[src/pkg/bme_regs.vh]
`ifndef BME_REGS_VH
`define BME_REGS_VH
// Opcode patterns
`define BME_LOOP_MASK 16'hfff8
`define BME_LOOP_CODE 16'h0008
`define BME_CMP_MASK 16'hff80
`define BME_CMP_CODE 16'h8f80
`define BME_CMP_NE_BIT 6
`define BME_QJ_MASK 16'hfff0
`define BME_QJ_CODE 16'h56c0
`define BME_MAP_CODE 16'h563f
`define BME_OBJ_CODE 16'h5636
// Cycle counts
`define BME_CYC_TAKEN 3'h4
`define BME_CYC_FALL 3'h2
`define BME_CYC_QUICK 3'h4
`define BME_CYC_MODE 3'h5
// Reset values of mode bits
`define BME_OBJ_RESET 1'b0
`define BME_MAP_RESET 1'b1
// Fall-through step
`define BME_PC_STEP 22'h000002
// Block placement limits
`define BME_BLK_TOP 11'h3ff
`endif

[src/rtl/bme_exec.v]
// Local design decisions: the address map and the plain strobed port.
`include "bme_regs.vh"
`timescale 1ns/100ps
`default_nettype none
module bme_exec
(
    input wire CLK,
    input wire ARST_N,
    input wire INSN_VALID,
    input wire [15:0] INSN_WORD,
    input wire [15:0] OFFSET_WORD,
    input wire [21:0] PC_IN,
    input wire RPT_PENDING,
    input wire FLAG_Z,
    input wire FLAG_N,
    input wire FLAG_C,
    input wire FLAG_V,
    input wire FLAG_TC,
    input wire BIO_PIN,
    input wire [127:0] AUX_LOW_ALL,
    input wire [10:0] PROG_ADDR,
    output reg BUSY,
    output reg DONE,
    output reg BRANCH_TAKEN,
    output reg [21:0] PC_NEXT,
    output reg AUX_WE,
    output reg [2:0] AUX_SEL,
    output reg [15:0] AUX_WDATA,
    output reg V_CLEAR,
    output reg RPT_CLEAR,
    output reg FLUSH,
    output reg ILLEGAL,
    output reg OBJECT_MODE,
    output reg BLOCK_MAP,
    output reg PROG_HITS_ONE
);

// ----------------------------------------
// Reset synchroniser
// ----------------------------------------
reg rst_meta_r;
reg rst_sync_r;

// Two-stage release of the asynchronous reset
always @(posedge CLK or negedge ARST_N)
begin
    if (!ARST_N)
    begin
        rst_meta_r <= 1'b0;
        rst_sync_r <= 1'b0;
    end
    else
    begin
        rst_meta_r <= 1'b1;
        rst_sync_r <= rst_meta_r;
    end
end

wire rst_n = rst_sync_r;

// ----------------------------------------
// Input pin synchroniser
// ----------------------------------------
reg bio_meta_r;
reg bio_sync_r;

// Pin comes from outside the clock domain
always @(posedge CLK or negedge rst_n)
begin
    if (!rst_n)
    begin
        bio_meta_r <= 1'b1;
        bio_sync_r <= 1'b1;
    end
    else
    begin
        bio_meta_r <= BIO_PIN;
        bio_sync_r <= bio_meta_r;
    end
end

// ----------------------------------------
// Functions
// ----------------------------------------
// Condition code evaluation
function test_code_field_true;
    input [3:0] code;
    input z;
    input n;
    input c;
    input v;
    input tc;
    input branch_input_pin;
    begin
        case (code)
            4'h0: test_code_field_true = ~z;
            4'h1: test_code_field_true = z;
            4'h2: test_code_field_true = ~z & ~n;
            4'h3: test_code_field_true = ~n;
            4'h4: test_code_field_true = n;
            4'h5: test_code_field_true = z | n;
            4'h6: test_code_field_true = c & ~z;
            4'h7: test_code_field_true = c;
            4'h8: test_code_field_true = ~c;
            4'h9: test_code_field_true = ~c | z;
            4'ha: test_code_field_true = ~v;
            4'hb: test_code_field_true = v;
            4'hc: test_code_field_true = ~tc;
            4'hd: test_code_field_true = tc;
            4'he: test_code_field_true = ~branch_input_pin;
            default: test_code_field_true = 1'b1;
        endcase
    end
endfunction

// Pick one low half out of the packed set
function [15:0] aux_pick;
    input [127:0] all;
    input [2:0] sel;
    begin
        aux_pick = all[sel*16 +: 16];
    end
endfunction

// Masked opcode compare
function op_match;
    input [15:0] word;
    input [15:0] mask;
    input [15:0] code;
    begin
        op_match = (word & mask) == code;
    end
endfunction

// Signed offset widened to the program counter
function [21:0] sext22;
    input [15:0] ofs;
    begin
        sext22 = {{6{ofs[15]}}, ofs};
    end
endfunction

// Program counter sum, wrapping at 22 bits
function [21:0] pc_add;
    input [21:0] base;
    input [21:0] delta;
    begin
        pc_add = base + delta;
    end
endfunction

// ----------------------------------------
// Decode
// ----------------------------------------
localparam ST_IDLE = 1'b0;
localparam ST_WAIT = 1'b1;

reg state_r;
reg [2:0] count_r;
reg obj_r;
reg map_r;

// Raw opcode classes, mode not yet applied
wire cmp_word = op_match(INSN_WORD, `BME_CMP_MASK, `BME_CMP_CODE);
wire qj_word = op_match(INSN_WORD, `BME_QJ_MASK, `BME_QJ_CODE);

// Accepted classes; compare and quick jump need object mode 1
wire is_loop = op_match(INSN_WORD, `BME_LOOP_MASK, `BME_LOOP_CODE);
wire is_cmp = cmp_word && obj_r;
wire is_qj = qj_word && obj_r;
wire is_map = INSN_WORD == `BME_MAP_CODE;
wire is_obj = INSN_WORD == `BME_OBJ_CODE;

// Legal words in the wrong mode, refused with a flag
wire mode1_only = (cmp_word || qj_word) && !obj_r;

// Register selects of the compare word
wire [2:0] sel_n = INSN_WORD[5:3];
wire [2:0] sel_m = INSN_WORD[2:0];

// Loop test value and compare outcome
wire [15:0] loop_val = aux_pick(AUX_LOW_ALL, INSN_WORD[2:0]);
wire loop_take = loop_val != 16'h0000;
wire cmp_eq = aux_pick(AUX_LOW_ALL, sel_n) == aux_pick(AUX_LOW_ALL, sel_m);
wire cmp_take = INSN_WORD[`BME_CMP_NE_BIT] ? !cmp_eq : cmp_eq;
// Flags arrive from the completed instruction before this one
wire qj_take = test_code_field_true(INSN_WORD[3:0], FLAG_Z, FLAG_N, FLAG_C, FLAG_V,
                         FLAG_TC, bio_sync_r);
wire qj_vtest = INSN_WORD[3:1] == 3'h5;


// Branch target and fall-through address
wire [21:0] off_ext = sext22(OFFSET_WORD);
wire [21:0] pc_take = pc_add(PC_IN, off_ext);
wire [21:0] pc_fall = pc_add(PC_IN, `BME_PC_STEP);

wire start = INSN_VALID && (state_r == ST_IDLE);
wire known = is_loop || is_cmp || is_qj || is_map || is_obj;

reg take_nxt;
reg [2:0] cyc_nxt;

// Outcome and cycle count of the accepted instruction
always @*
begin
    take_nxt = 1'b0;
    cyc_nxt = `BME_CYC_FALL;
    // Loop branch on a nonzero low half
    if (is_loop)
    begin
        take_nxt = loop_take;
        cyc_nxt = loop_take ? `BME_CYC_TAKEN : `BME_CYC_FALL;
    end
    // Register compare branch
    else if (is_cmp)
    begin
        take_nxt = cmp_take;
        cyc_nxt = cmp_take ? `BME_CYC_TAKEN : `BME_CYC_FALL;
    end
    // Flag-tested branch, fixed length
    else if (is_qj)
    begin
        take_nxt = qj_take;
        cyc_nxt = `BME_CYC_QUICK;
    end
    else if (is_map || is_obj)
    begin
        cyc_nxt = `BME_CYC_MODE;
    end
end

// ----------------------------------------
// Execution sequencer
// ----------------------------------------
// Results issue at acceptance, DONE marks the last cycle
always @(posedge CLK or negedge rst_n)
begin
    if (!rst_n)
    begin
        state_r <= ST_IDLE;
        count_r <= 3'h0;
        obj_r <= `BME_OBJ_RESET;
        map_r <= `BME_MAP_RESET;
        BUSY <= 1'b0;
        DONE <= 1'b0;
        BRANCH_TAKEN <= 1'b0;
        PC_NEXT <= 22'h000000;
        AUX_WE <= 1'b0;
        AUX_SEL <= 3'h0;
        AUX_WDATA <= 16'h0000;
        V_CLEAR <= 1'b0;
        RPT_CLEAR <= 1'b0;
        FLUSH <= 1'b0;
        ILLEGAL <= 1'b0;
    end
    else
    begin
        AUX_WE <= 1'b0;
        V_CLEAR <= 1'b0;
        RPT_CLEAR <= 1'b0;
        FLUSH <= 1'b0;
        ILLEGAL <= 1'b0;
        DONE <= 1'b0;
        BRANCH_TAKEN <= 1'b0;
        case (state_r)
            ST_IDLE:
            begin
                if (start && known)
                begin
                    // Repeat prefix is dropped, instruction runs once
                    RPT_CLEAR <= RPT_PENDING;
                    BRANCH_TAKEN <= take_nxt;
                    PC_NEXT <= take_nxt ? pc_take : pc_fall;
                    // Post-decrement of the selected low half
                    if (is_loop)
                    begin
                        AUX_WE <= 1'b1;
                        AUX_SEL <= INSN_WORD[2:0];
                        AUX_WDATA <= loop_val - 16'h0001;
                    end
                    // Overflow test consumes the overflow flag
                    V_CLEAR <= is_qj && qj_vtest;
                    // Mode aliases clear their bit and flush
                    if (is_map)
                        map_r <= 1'b0;
                    if (is_obj)
                        obj_r <= 1'b0;
                    FLUSH <= is_map || is_obj;
                    // Remaining cycles after the accept edge
                    count_r <= cyc_nxt - 3'h1;
                    BUSY <= 1'b1;
                    state_r <= ST_WAIT;
                end
                else if (start && mode1_only)
                begin
                    // Refused: wrong object mode
                    ILLEGAL <= 1'b1;
                end
            end
            ST_WAIT:
            begin
                // Last cycle raises DONE and frees the sequencer
                if (count_r == 3'h1)
                begin
                    DONE <= 1'b1;
                    BUSY <= 1'b0;
                    state_r <= ST_IDLE;
                end
                count_r <= count_r - 3'h1;
            end
            default:
            begin
                // Unreachable codes fall back to idle
                state_r <= ST_IDLE;
            end
        endcase
    end
end

// ----------------------------------------
// Mode outputs and block placement
// ----------------------------------------
// Block one hit for the current fetch address
reg prog_hit_nxt;

// Low block hits block one only under legacy map
always @*
begin
    prog_hit_nxt = 1'b0;
    if (map_r)
        prog_hit_nxt = PROG_ADDR > `BME_BLK_TOP;
    else
        prog_hit_nxt = PROG_ADDR <= `BME_BLK_TOP;
end

// Mode bits shown to the rest of the core
always @(posedge CLK or negedge rst_n)
begin
    if (!rst_n)
    begin
        OBJECT_MODE <= `BME_OBJ_RESET;
        BLOCK_MAP <= `BME_MAP_RESET;
    end
    else
    begin
        OBJECT_MODE <= obj_r;
        BLOCK_MAP <= map_r;
    end
end

// Registered block lookup, one cycle behind the address
always @(posedge CLK or negedge rst_n)
begin
    if (!rst_n)
        PROG_HITS_ONE <= 1'b0;
    else
        PROG_HITS_ONE <= prog_hit_nxt;
end

endmodule
`default_nettype wire

[config.mk]
export PLATFORM = sky130hd
export DESIGN_NAME = bme_exec
export DESIGN_NICKNAME = d
export VERILOG_FILES = /design/src/rtl/bme_exec.v
export VERILOG_INCLUDE_DIRS = /design/src /design/src/pkg
export SDC_FILE = /design/constraint.sdc
export NUM_CORES = 1
export LEC_CHECK = 0
export ABC_AREA = 1
export CORE_MARGIN = 2
export CORE_UTILIZATION = 50
export DETAILED_ROUTE_END_ITERATION = 12
export DONT_BUFFER_PORTS = 1
export SLEW_MARGIN = 20
export SYNTH_ARGS = -nofsm -noshare
export SYNTH_HDL_FRONTEND = slang
export SYNTH_SLANG_ARGS = --single-unit
export TNS_END_PERCENT = 5
[constraint.sdc]
create_clock -name CLK -period 1.9 [get_ports CLK]
set_input_delay 0.57 -clock CLK [delete_from_list [all_inputs] [get_ports CLK]]
set_output_delay 0.57 -clock CLK [all_outputs]
set_load 0.03 [all_outputs]
==> results of run 1 <==
-- final timing paths --
kind	start	end	slack (ns)	cells past startpoint
max in group asynchronous	rst_n$_DFF_PN0_	AUX_SEL[0]$_DFFE_PN0P_	0.99	1
min	rst_n$_DFF_PN0_	DONE$_DFF_PN0_	0.23	0
min in group CLK	PROG_ADDR[10]	PROG_HITS_ONE$_DFF_PN0_	0.35	1
max	OFFSET_WORD[0]	PC_NEXT[12]$_DFFE_PN0P_	0.06	11
max reg2reg	state_r$_DFF_PN0_	count_r[2]$_DFFE_PN0P_	0.32	8
min reg2reg	rst_n$_DFF_PN0_	DONE$_DFF_PN0_	0.23	0
-- logic make-up (layout without fill, tap and decap cells) --
kind of cell | after synthesis | after routing | share of synthesized area [%]
adders and majority gates | 26 | 26 | 5.14
DFF | 57 | 57 | 22.1
and+or+nand+nor | 695 | 695 | 46.9
AOI/OAI and AO/OA | 73 | 73 | 6.28
other | 2 | 3 | 0.116
buffers and inverters | 216 | 321 | 14.6
xor gates and xnor gates | 36 | 36 | 4.87
-- power by group through the flow --
stage / Sequential, W / Clock (W) / Combinational, W
after floorplan: 0.00128 / 0 / 0.000827
after global routing: 0.00125 / 0.00192 / 0.00160
after CTS: 0.00125 / 0.00187 / 0.00129
after global placement: 0.00127 / 0 / 0.00127
after detailed placement: 0.00127 / 0 / 0.00127
final: 0.00125 / 0.00185 / 0.00144
-- through the flow --
step	hold slack [ns]	setup TNS, ns	total power [W]	utilization [%]	setup WS [ns]
final	0.233	0	0.00454	65.3	0.0569
after floorplan	0.274	-8.73	0.00210	-	-0.330
after global placement	0.242	-14.72	0.00254	58.7	-0.469
after CTS	0.247	-0.0216	0.00441	61.6	-0.0130
after detailed placement	0.243	-15.30	0.00254	58.7	-0.516
after global routing	0.281	-0.234	0.00477	65.3	-0.0265
-- worst max-delay path, cell delays in order --
cell and delay (ns):
sky130_fd_sc_hd__ha_4 0.17, sky130_fd_sc_hd__fa_2 0.37, sky130_fd_sc_hd__nand2_2 0.09, sky130_fd_sc_hd__nand3_2 0.09, sky130_fd_sc_hd__o21ai_4 0.10, sky130_fd_sc_hd__inv_2 0.06, sky130_fd_sc_hd__a21oi_2 0.15, sky130_fd_sc_hd__xor2_1 0.23
sky130_fd_sc_hd__nand3_1 0.10, sky130_fd_sc_hd__nand3_1 0.08, sky130_fd_sc_hd__nand2_1 0.05
-- area by class of cell --
cell class                      count  area [sq um]  share of cell area, %
Tap cell                          172           215                   2.61
Sequential cell                    57          1430                   17.3
Clock inverter                      5           103                   1.24
Multi-Input combinational cell    833          4530                   54.9
Clock buffer                       11           243                   2.94
Timing Repair Buffer              121          1010                   12.2
Inverter                          184           717                   8.69
-- placed cells by master (no fill, tap or decap), types with 3 or more instances in the layout --
cell                          n
sky130_fd_sc_hd__a21oi_1     13
sky130_fd_sc_hd__a21oi_2      9
sky130_fd_sc_hd__buf_12       6
sky130_fd_sc_hd__buf_4      112
sky130_fd_sc_hd__bufinv_16    3
sky130_fd_sc_hd__clkbuf_16   10
sky130_fd_sc_hd__conb_1       3
sky130_fd_sc_hd__dfrtp_1     54
sky130_fd_sc_hd__ha_1        11
sky130_fd_sc_hd__ha_2         4
sky130_fd_sc_hd__ha_4        10
sky130_fd_sc_hd__inv_1      170
sky130_fd_sc_hd__inv_2       11
sky130_fd_sc_hd__nand2_1    378
sky130_fd_sc_hd__nand2_2     30
sky130_fd_sc_hd__nand2_4      6
sky130_fd_sc_hd__nand3_1    122
sky130_fd_sc_hd__nand3_2     12
sky130_fd_sc_hd__nand3b_1    11
sky130_fd_sc_hd__nand4_1     21
sky130_fd_sc_hd__nor2_1      70
sky130_fd_sc_hd__nor2_2      11
sky130_fd_sc_hd__nor2_4       4
sky130_fd_sc_hd__nor3_1      13
sky130_fd_sc_hd__nor4_1       5
sky130_fd_sc_hd__o21ai_0     23
sky130_fd_sc_hd__o21ai_1      8
sky130_fd_sc_hd__o21bai_1     3
sky130_fd_sc_hd__xnor2_1     10
sky130_fd_sc_hd__xor2_1      23
sky130_fd_sc_hd__xor2_2       3
-- flip-flops by register name (all words and copies together), names as in the netlist, 3 cells and up --
register and flops:
AUX_SEL 3, AUX_WDATA 16, PC_NEXT 22, count_r 3
-- routing by layer --
metal	GRT usage (%)	up-vias
met2	46.1	266
met4	6.10	0
li1	-	3647
met5	0	-
met1	42.6	3258
met3	8.24	28
-- repair_timing --
item	CTS	global route
endpoints found under the setup margin	28	36
buffers inserted	0	3
resized for setup	6	105
pin swaps	2	24
cloned	0	1
endpoints found under the hold margin	2	0
hold buffers	1	0
==> insert_results.sql, run 1 <==
INSERT INTO impl_metrics (metric_group, metric, value, unit) VALUES
('synthesis', 'synthTopCellsByCount', 'sky130_fd_sc_hd__nand2_1 (396), sky130_fd_sc_hd__inv_1 (173), sky130_fd_sc_hd__nand3_1 (133)', ''),
('power_and_ir_drop', 'irDropWorstVdd', '0.450', 'mV'),
('clock_tree', 'tritoncts.num_buffers', '9', ''),
('clock_tree', 'clock_sink_count', '57', ''),
('clock_tree', 'clk_path_buf_depth', '2', ''),
('clock_tree', 'cts_tree', 'yes', ''),
('synthesis', 'synth.distinct_cells', '46', ''),
('detailed_routing', 'post_drt_via_cell_ratio', '5.21', ''),
('synthesis', 'yosys-top-cells-area', 'sky130_fd_sc_hd__nand2_1 (23%), sky130_fd_sc_hd__dfrtp_1 (21%), sky130_fd_sc_hd__nand3_1 (10%)', ''),
('run', 'timing.max_cap.violations', '0', ''),
('power_and_ir_drop', 'total_switching_power', '0.00136', 'W'),
('cells_and_area', 'syn_to_final_growth', '27.3', '%'),
('worst_setup_path', 'critical_path_data_required_time', '2.12', 'ns'),
('timing', 'final-hold-violation-count', '0', ''),
('detailed_routing', 'wl_met2', '9410', 'microns'),
('power_and_ir_drop', 'p_comb_share', '31.7', '%'),
('worst_setup_path', 'critical_path_arrival', '2.06', 'ns'),
('cells_and_area', 'post_layout_nonfiller_instances', '1383', ''),
('worst_setup_path', 'critical_path.max_fanout', '4', ''),
('synthesis', 'yosys.area.top_type', 'sky130_fd_sc_hd__nand2_1', ''),
('detailed_routing', 'route.vias.total', '7199', ''),
('power_and_ir_drop', 'p_per_area', '550', 'nW/um^2'),
('worst_setup_path', 'worstSetupPathType', 'primary input to flip-flop', ''),
('floorplan', 'initial_utilization', '51.3', '%'),
('global_route', 'wire_length_of_the_first_global_routing_pass', '33800', 'microns'),
('global_route', 'antenna_found_initial', '0', ''),
('clock_tree', 'worst_skew_pair.late_latency', '0.33', 'ns'),
('global_route', 'grt.overflow.total', '0', ''),
('placed_design', 'placed_cells_incl_taps', '1362', ''),
('global_route', 'gr-usage-all-layers', '30.1', '%'),
('detailed_routing', 'detail_route.drc_violations', '0', ''),
('placed_design', 'dp_hpwl', '17300', 'microns'),
('worst_setup_path', 'cp-start-kind', 'primary input', ''),
('global_route', 'grt_max_degree', '61', ''),
('detailed_routing', 'drt_pass1_iterations', '5', ''),
('worst_hold_path', 'min-delay-path-class', 'flip-flop to async pin', ''),
('synthesis', 'yosys_warnings', '0', ''),
('timing', 'clock_skew', '0.00479', 'ns'),
('detailed_routing', 'highest_routed_metal_layer', 'met4', ''),
('synthesis', 'synth.most_common_cell', 'sky130_fd_sc_hd__nand2_1', ''),
('detailed_routing', 'wl_met1', '9810', 'microns'),
('power_and_ir_drop', 'switching_share', '30.0', '%'),
('floorplan', 'die_h', '118', 'microns'),
('synthesis', 'netlist.area_leader.share', '23.0', '%'),
('detailed_routing', 'route.detailed.wl_per_inst', '15.5', 'microns'),
('floorplan', 'die_area', '13900', 'sq um'),
('timing', 'slew_viol_final', '0', ''),
('placed_design', 'gp_congestion', '0.913', ''),
('placed_design', 'placed_cell_area', '7400', 'sq um'),
('timing', 'timing.final.crit_period', '1.84', 'ns'),
('floorplan', 'std_cell_rows', '41', ''),
('synthesis', 'synth_ff_type', 'sky130_fd_sc_hd__dfrtp_1', ''),
('timing', 'fmaxAchievable', '543', 'MHz'),
('floorplan', 'number_of_primary_i_o_pins', '255', ''),
('synthesis', 'synth_edf_count', '0', ''),
('synthesis', 'mapped_cells', '1105', ''),
('cells_and_area', 'share_of_final_layout_standard_cells_stronger_than_drive_strength_1', '21.2', '%'),
('floorplan', 'core_area', '12600', 'sq um'),
('synthesis', 'synthesis.area', '6470', 'sq um'),
('cells_and_area', 'fill_cells', '1249', ''),
('power_and_ir_drop', 'relative_contribution_of_sequential_cells_to_total_power', '27.5', '%'),
('clock_tree', 'htree_levels', '3', ''),
('detailed_routing', 'drt_wl_total', '21500', 'microns'),
('clock_tree', 'clock_tree.root_cell', 'sky130_fd_sc_hd__clkbuf_16', ''),
('global_route', 'via_count_of_the_first_global_routing_pass', '6666', ''),
('status', 'result_of_the_run', 'finished, final reports clean', ''),
('floorplan', 'die_width', '118', 'microns'),
('detailed_routing', 'drtIter0Drc', '533', ''),
('synthesis', 'syn_area_per_cell', '5.86', 'sq um'),
('detailed_routing', 'dr_wl_met3', '1910', 'microns'),
('synthesis', 'async_reset_ff_share', '100', '%');
Power figures use the tool's default switching activity.
==> run 2, diff against run 1 <==
CELL_PAD_IN_SITES_DETAIL_PLACEMENT = 1   (was not set)
CELL_PAD_IN_SITES_GLOBAL_PLACEMENT = 1   (was not set)
CORE_UTILIZATION = 43   (was 50)
PLACE_DENSITY_LB_ADDON = 0.1   (was not set)
==> run 2 against run 1 <==
Against the previous run:
- the flow now finishes with violations (setup timing)
- sequential share of layout area is 0.43 points lower
- total power is 3.0% higher
- hold slack better by 0.0045 ns
- sequential power hardly changed
- core utilization is 7.6 points lower
- final area is 2.5% higher
- count of clock-buffer cells in the layout stayed put
- worst setup slack worse by 0.10 ns
- first-iteration DRC count is 8.1% lower
- fmax is 5.3% lower
- clock skew is 0.0024 ns higher
- clock power is 2% higher
- largest cell class unchanged
==> insert_results.sql, run 2 (synthesis results as in run 1) <==
INSERT INTO impl_metrics (metric_group, metric, value, unit) VALUES
('status', 'result_of_the_run', 'finished, violations left', ''),
('status', 'failed_checks', 'setup timing', ''),
('floorplan', 'die_h', '127', 'microns'),
('cells_and_area', 'share_of_final_layout_standard_cells_stronger_than_drive_strength_1', '24.9', '%'),
('detailed_routing', 'detail_route.drc_violations', '0', ''),
('placed_design', 'placed_cell_area', '7420', 'sq um'),
('power_and_ir_drop', 'total_switching_power', '0.00149', 'W'),
('global_route', 'wire_length_of_the_first_global_routing_pass', '39900', 'microns'),
('clock_tree', 'htree_levels', '3', ''),
('placed_design', 'placed_cells_incl_taps', '1381', ''),
('power_and_ir_drop', 'relative_contribution_of_sequential_cells_to_total_power', '26.8', '%'),
('worst_setup_path', 'critical_path_buffer_and_inverter_count', '4', ''),
('floorplan', 'std_cell_rows', '44', ''),
('placed_design', 'gp_congestion', '0.942', ''),
('timing', 'clock_skew', '0.00722', 'ns'),
('placed_design', 'port_buffers', '0', ''),
('clock_tree', 'clock_sink_count', '57', ''),
('worst_setup_path', 'critical_path.max_fanout', '60', ''),
('global_route', 'grt_max_degree', '61', ''),
('timing', 'slew_viol_final', '0', ''),
('global_route', 'grt.overflow.total', '0', ''),
('cells_and_area', 'fin_util', '57.7', '%'),
('cells_and_area', 'syn_to_final_growth', '30.6', '%'),
('clock_tree', 'clk_pin_slew', '0.06', 'ns'),
('floorplan', 'initial_utilization', '44.2', '%'),
('clock_tree', 'tritoncts.num_buffers', '9', ''),
('placed_design', 'dp_hpwl', '20100', 'microns'),
('cells_and_area', 'biggestRegsByFlops', 'PC_NEXT: 22 flops, AUX_WDATA: 16 flops', ''),
('detailed_routing', 'drt_wl_total', '27500', 'microns'),
('worst_setup_path', 'max_stage_delay', '0.21', 'ns'),
('worst_setup_path', 'critPathCaptureType', 'flip-flop', ''),
('global_route', 'via_count_of_the_first_global_routing_pass', '7842', ''),
('floorplan', 'core_area', '14600', 'sq um'),
('floorplan', 'number_of_primary_i_o_pins', '255', ''),
('worst_setup_path', 'path_delay_family', 'simple AND/OR/NAND/NOR gates', ''),
('timing', 'worst_slew_pin_slew', '0.503', 'ns'),
('floorplan', 'die_area', '16100', 'sq um'),
('power_and_ir_drop', 'clock_power_share', '40.4', '%'),
('detailed_routing', 'post_drt_via_cell_ratio', '5.51', ''),
('timing', 'finalSetupViolCount', '9', ''),
('cells_and_area', 'antenna_cells', '0', ''),
('global_route', 'gr-usage-all-layers', '30.8', '%'),
('worst_hold_path', 'min-delay-path-class', 'flip-flop to async pin', ''),
('timing', 'fmaxAchievable', '514', 'MHz'),
('detailed_routing', 'route.vias.total', '7763', ''),
('clock_tree', 'clk_path_buf_depth', '2', ''),
('worst_setup_path', 'critical_path_arrival', '2.16', 'ns'),
('worst_setup_path', 'cp-start-kind', 'primary input', ''),
('detailed_routing', 'drt_pass1_iterations', '5', ''),
('detailed_routing', 'drtIter0Drc', '490', ''),
('timing', 'final-hold-violation-count', '0', ''),
('power_and_ir_drop', 'p_leak', '4.59', 'nW'),
('cells_and_area', 'post_layout_nonfiller_instances', '1408', ''),
('timing', 'rsz0062_at_grt', 'true', ''),
('detailed_routing', 'postRouteAntennaNets', '0', ''),
('power_and_ir_drop', 'irDropWorstVdd', '0.432', 'mV'),
('timing', 'timing.final.crit_period', '1.95', 'ns'),
('global_route', 'antenna_found_initial', '0', ''),
('power_and_ir_drop', 'power', '0.00467', 'W'),
('power_and_ir_drop', 'p_comb_share', '32.9', '%'),
('timing', 'timing.hold.ws', '0.237', 'ns'),
('worst_setup_path', 'worstSetupPathType', 'primary input to flip-flop', ''),
('detailed_routing', 'route.detailed.wl_per_inst', '19.5', 'microns'),
('worst_setup_path', 'critical_path_data_required_time', '2.12', 'ns'),
('timing', 'timing.max_slew.rel_slack', '66.4', '%'),
('clock_tree', 'clock_tree.root_cell', 'sky130_fd_sc_hd__clkbuf_16', ''),
('floorplan', 'die_width', '127', 'microns'),
('cells_and_area', 'top_register', 'PC_NEXT', ''),
('clock_tree', 'cts_tree', 'yes', ''),
('timing', 'layout_worst_path_cycle_share', '102', '%'),
('cells_and_area', 'final_nets', '1448', ''),
('cells_and_area', 'layout_commonest_cell', 'sky130_fd_sc_hd__nand2_1', ''),
('worst_setup_path', 'path_cells', 'nand2_4 -> buf_4 -> o21ai_0 -> inv_1 -> nand3_1 -> nand2_2 -> nand2_2 -> nor2_2 -> nand2_1 -> inv_2 -> nand2_8 -> buf_12 -> nand3_1 -> nand3_1 -> nand2_1', ''),
('cells_and_area', 'largest_reg_flops', '22', ''),
('run', 'timing.max_cap.violations', '0', ''),
('worst_setup_path', 'critPathMostFrequentCell', 'sky130_fd_sc_hd__nand3_1', ''),
('power_and_ir_drop', 'power.internal', '0.00319', 'W'),
('worst_setup_path', 'critPathSlowestCell', 'sky130_fd_sc_hd__o21ai_0', ''),
('cells_and_area', 'postLayoutCellArea', '8450', 'sq um'),
('power_and_ir_drop', 'switching_share', '31.8', '%'),
('cells_and_area', 'final_cell_mix', 'sky130_fd_sc_hd__nand2_1 (355), sky130_fd_sc_hd__inv_1 (169), sky130_fd_sc_hd__buf_4 (123)', ''),
('power_and_ir_drop', 'p_per_area', '553', 'nW/um^2'),
('clock_tree', 'worst_skew_pair.late_latency', '0.33', 'ns'),
('timing', 'setup_slack', '-0.0460', 'ns');
run 2: cell types whose count changed in the layout (fill, tap and decap cells not counted), moves of 3 or more:
cell	change
sky130_fd_sc_hd__buf_12	-3
sky130_fd_sc_hd__buf_4	+11
sky130_fd_sc_hd__ha_1	+5
sky130_fd_sc_hd__buf_6	+4
sky130_fd_sc_hd__nand3_2	+14
sky130_fd_sc_hd__ha_4	-5
sky130_fd_sc_hd__nand3_1	-16
sky130_fd_sc_hd__nor2_1	-3
sky130_fd_sc_hd__nand2_2	+21
sky130_fd_sc_hd__nand2_1	-23
sky130_fd_sc_hd__nor2_4	+3
run 2: power groups by stage:
| stage | clock network (W) | logic [W] | registers, W |
|---|---|---|---|
| 2_1_floorplan | 0 | 0.000827 | 0.00128 |
| 3_3_place_gp | 0 | 0.00128 | 0.00127 |
| 3_5_place_dp | 0 | 0.00132 | 0.00127 |
| 4_1_cts | 0.00187 | 0.00136 | 0.00125 |
| 5_1_grt | 0.00195 | 0.00168 | 0.00125 |
| 6_report | 0.00189 | 0.00154 | 0.00125 |
run 2: final timing paths:
check / startpoint / endpoint / slack [ns] / depth (start not counted)
worst max-delay path: INSN_WORD[0] / PC_NEXT[19]$_DFFE_PN0P_ / -0.05 / 15
worst min-delay path: rst_n$_DFF_PN0_ / PC_NEXT[10]$_DFFE_PN0P_ / 0.24 / 0
worst max register to register: state_r$_DFF_PN0_ / PC_NEXT[6]$_DFFE_PN0P_ / 0.16 / 8
worst min register to register: rst_n$_DFF_PN0_ / PC_NEXT[10]$_DFFE_PN0P_ / 0.24 / 0
max in group asynchronous: rst_n$_DFF_PN0_ / BLOCK_MAP$_DFF_PN1_ / 0.95 / 1
min in group CLK: rst_meta_r$_DFF_PN0_ / rst_n$_DFF_PN0_ / 0.35 / 0
run 2: final cells by class:
| class | count | area (sq um) |
|---|---|---|
| inverter | 184 | 719 |
| clock buffer | 11 | 243 |
| sequential | 57 | 1430 |
| tap | 184 | 230 |
| timing repair buffer | 133 | 1070 |
| multi-input combinational | 834 | 4650 |
| fill | 1988 | 6190 |
| clock inverter | 5 | 103 |
run 2: repair_timing:
item	CTS	global route
gates cloned	1	1
hold endpoints to repair	2	0
hold buffers	1	0
setup buffers	4	4
gates resized for setup	26	126
pin swaps	7	43
endpoints found under the setup margin	40	32
run 2: per-layer routing:
metal | routed length (microns) | up-vias | track usage, %
met5 | 0 | - | 0
met4 | 554 | 0 | 6.66
met3 | 1890 | 47 | 6.71
met2 | 13300 | 301 | 51.8
met1 | 11700 | 3744 | 40.8
li1 | - | 3671 | -
run 2: worst register-to-register path, stage by stage (launching register included):
cell and delay, ns:
sky130_fd_sc_hd__dfrtp_1 0.42, sky130_fd_sc_hd__inv_1 0.19, sky130_fd_sc_hd__nand2_1 0.16, sky130_fd_sc_hd__inv_1 0.18, sky130_fd_sc_hd__nand3_1 0.16, sky130_fd_sc_hd__nand2_2 0.15, sky130_fd_sc_hd__inv_2 0.14, sky130_fd_sc_hd__nand2_1 0.16
sky130_fd_sc_hd__nand2_2 0.06
run 2: stage by stage:
step | TNS (ns) | setup WS, ns
floorplan | -8.73 | -0.330
global placement | -15.55 | -0.422
detailed placement | -18.10 | -0.492
CTS | -0.0288 | -0.0222
global route | -2.21 | -0.151
finish | -0.115 | -0.0460
==> run 3, diff against run 2 <==
CORE_UTILIZATION = 46   (was 43)
REMOVE_ABC_BUFFERS = 1   (was not set)
clock period = 2.5 ns   (was 1.9 ns; I/O delays follow)
==> run 3 against run 2 <==
Against the previous run:
- the flow now finishes without violations
- core utilization shrank 6.0 points
- die area is 6.3% lower
- critical path depth fell by 3
==> insert_results.sql, run 3 (synthesis results as in run 1) <==
INSERT INTO impl_metrics (metric_group, metric, value, unit) VALUES
('cells_and_area', 'largest_reg_flops', '22', ''),
('worst_hold_path', 'min-delay-path-class', 'primary input to async pin', ''),
('detailed_routing', 'detail_route.drc_violations', '0', ''),
('floorplan', 'die_h', '123', 'microns'),
('worst_setup_path', 'critical_path.max_fanout', '4', ''),
('timing', 'worst_slew_pin_slew', '0.906', 'ns'),
('worst_setup_path', 'critPathSlowestCell', 'sky130_fd_sc_hd__fa_1', ''),
('detailed_routing', 'route.detailed.wl_per_inst', '17.1', 'microns'),
('cells_and_area', 'biggestRegsByFlops', 'PC_NEXT: 22 flops, AUX_WDATA: 16 flops', ''),
('floorplan', 'number_of_primary_i_o_pins', '255', ''),
('timing', 'clock_skew', '0.00456', 'ns'),
('cells_and_area', 'share_of_final_layout_standard_cells_stronger_than_drive_strength_1', '9.07', '%'),
('timing', 'slew_viol_final', '0', ''),
('cells_and_area', 'antenna_cells', '0', ''),
('worst_setup_path', 'critPathCaptureType', 'flip-flop', ''),
('placed_design', 'dp_hpwl', '18300', 'microns'),
('timing', 'finalSetupViolCount', '0', ''),
('floorplan', 'core_area', '13800', 'sq um'),
('detailed_routing', 'drtIter0Drc', '295', ''),
('clock_tree', 'htree_levels', '3', ''),
('global_route', 'wire_length_of_the_first_global_routing_pass', '36000', 'microns'),
('global_route', 'antenna_found_initial', '0', ''),
('timing', 'timing.hold.ws', '0.118', 'ns'),
('global_route', 'via_count_of_the_first_global_routing_pass', '7445', ''),
('floorplan', 'die_area', '15000', 'sq um'),
('worst_setup_path', 'cp-start-kind', 'primary input', ''),
('detailed_routing', 'post_drt_via_cell_ratio', '5.38', ''),
('status', 'result_of_the_run', 'finished, final reports clean', ''),
('floorplan', 'initial_utilization', '46.8', '%'),
('clock_tree', 'clock_tree.root_cell', 'sky130_fd_sc_hd__clkbuf_16', ''),
('clock_tree', 'tritoncts.num_buffers', '9', ''),
('worst_setup_path', 'max_stage_delay', '0.40', 'ns'),
('placed_design', 'gp_congestion', '0.905', ''),
('global_route', 'gr-usage-all-layers', '30.3', '%'),
('detailed_routing', 'drt_pass1_iterations', '4', ''),
('clock_tree', 'cts-resized-gates', '0', ''),
('power_and_ir_drop', 'p_per_area', '431', 'nW/um^2'),
('timing', 'layout_worst_path_cycle_share', '92.7', '%'),
('cells_and_area', 'final_cell_mix', 'sky130_fd_sc_hd__nand2_1 (396), sky130_fd_sc_hd__inv_1 (173), sky130_fd_sc_hd__nand3_1 (133)', ''),
('cells_and_area', 'final_nets', '1360', ''),
('clock_tree', 'post_cts.repair.setup_buffers', '0', ''),
('worst_setup_path', 'path_cells', 'ha_1 -> fa_1 -> nand2_1 -> nand3_1 -> o21ai_0 -> buf_4 -> inv_1 -> a21oi_1 -> xor2_1 -> nand3_1 -> nand3_1 -> nand2_1', ''),
('worst_setup_path', 'critical_path_arrival', '2.53', 'ns'),
('power_and_ir_drop', 'irDropWorstVdd', '0.300', 'mV'),
('floorplan', 'die_width', '123', 'microns'),
('cells_and_area', 'fill_cells', '1969', ''),
('timing', 'final-hold-violation-count', '0', ''),
('cells_and_area', 'syn_to_final_growth', '10.6', '%'),
('timing', 'finalSetupTns', '0', 'ns'),
('clock_tree', 'clk_pin_slew', '0.05', 'ns'),
('worst_setup_path', 'critPathMostFrequentCell', 'sky130_fd_sc_hd__nand3_1', ''),
('clock_tree', 'clk_path_buf_depth', '2', ''),
('cells_and_area', 'layout_commonest_cell', 'sky130_fd_sc_hd__nand2_1', ''),
('clock_tree', 'cts_tree', 'yes', ''),
('placed_design', 'port_buffers', '0', ''),
('timing', 'fmaxAchievable', '431', 'MHz'),
('clock_tree', 'worst_skew_pair.late_latency', '0.33', 'ns'),
('detailed_routing', 'drt_wl_total', '22500', 'microns'),
('clock_tree', 'number_of_buffers_inserted_by_hold_repair_at_cts', '0', ''),
('timing', 'timing.max_slew.rel_slack', '39.6', '%'),
('clock_tree', 'clock_sink_count', '57', ''),
('detailed_routing', 'postRouteAntennaNets', '0', ''),
('run', 'timing.max_cap.violations', '0', ''),
('power_and_ir_drop', 'p_leak', '4.10', 'nW'),
('global_route', 'grt_max_degree', '61', ''),
('timing', 'timing.final.crit_period', '2.32', 'ns'),
('detailed_routing', 'route.vias.total', '7084', ''),
('floorplan', 'std_cell_rows', '43', ''),
('worst_setup_path', 'worstSetupPathType', 'primary input to flip-flop', ''),
('worst_setup_path', 'critical_path_data_required_time', '2.72', 'ns'),
('global_route', 'grt.overflow.total', '0', ''),
('timing', 'rsz0062_at_grt', 'false', ''),
('cells_and_area', 'top_register', 'PC_NEXT', '');
## run 3: critical path, delay by kind of cell
kind                     cells  cell delay, ns
buffers and inverters        2            0.22
XOR/XNOR                     1            0.29
AO/OA/AOI/OAI                2            0.25
AND/OR/NAND/NOR              5            0.41
adder cells (fa/ha/maj)      2            0.61
## run 3: power by group
| part | total (W) | internal (W) | switching (W) |
|---|---|---|---|
| sequential | 0.000956 | 0.000932 | 0.0000236 |
| clock | 0.00127 | 0.000851 | 0.000417 |
| combinational | 0.000860 | 0.000321 | 0.000539 |
| total | 0.00308 | 0.00210 | 0.000980 |
## run 3: final cells by class
type	count	area (sq um)	share of cell area, %
Multi-Input combinational cell	833	4110	57.4
Sequential cell	57	1430	20.0
Tap cell	180	225	3.15
Timing Repair Buffer	46	395	5.52
Clock inverter	2	35.0	0.489
Clock buffer	14	274	3.83
Inverter	184	693	9.68
## run 3: per-layer routing
layer,vias up,global-route usage [%],part of all wire [%]
met5,-,0,0
met3,34,7.48,6.7
met2,184,51.9,47
met4,0,8.48,1.9
li1,3500,-,-
met1,3366,37.7,44
## run 3: per-stage QoR
step	setup slack (ns)	instance area (sq um)	power, W	util, %	instances
4_1_cts	0.192	7160	0.00309	51.8	1316
5_1_grt	0.0224	7160	0.00325	51.8	1316
3_5_place_dp	-0.137	6850	0.00182	49.5	1300
3_3_place_gp	-0.129	6850	0.00179	49.5	1300
6_report	0.182	7160	0.00308	51.8	1316
2_1_floorplan	-0.0117	6230	0.00154	-	1074
## run 3: final timing paths
check / start / end / slack (ns) / cells past startpoint
worst max-delay path: OFFSET_WORD[0] / PC_NEXT[12]$_DFFE_PN0P_ / 0.18 / 12
worst min-delay path: ARST_N / rst_n$_DFF_PN0_ / 0.12 / 0
worst max register to register: state_r$_DFF_PN0_ / count_r[1]$_DFFE_PN0P_ / 0.72 / 8
worst min register to register: rst_meta_r$_DFF_PN0_ / rst_n$_DFF_PN0_ / 0.36 / 0
max in group asynchronous: rst_n$_DFF_PN0_ / AUX_WDATA[13]$_DFFE_PN0P_ / 1.41 / 1
min in group CLK: rst_meta_r$_DFF_PN0_ / rst_n$_DFF_PN0_ / 0.36 / 0
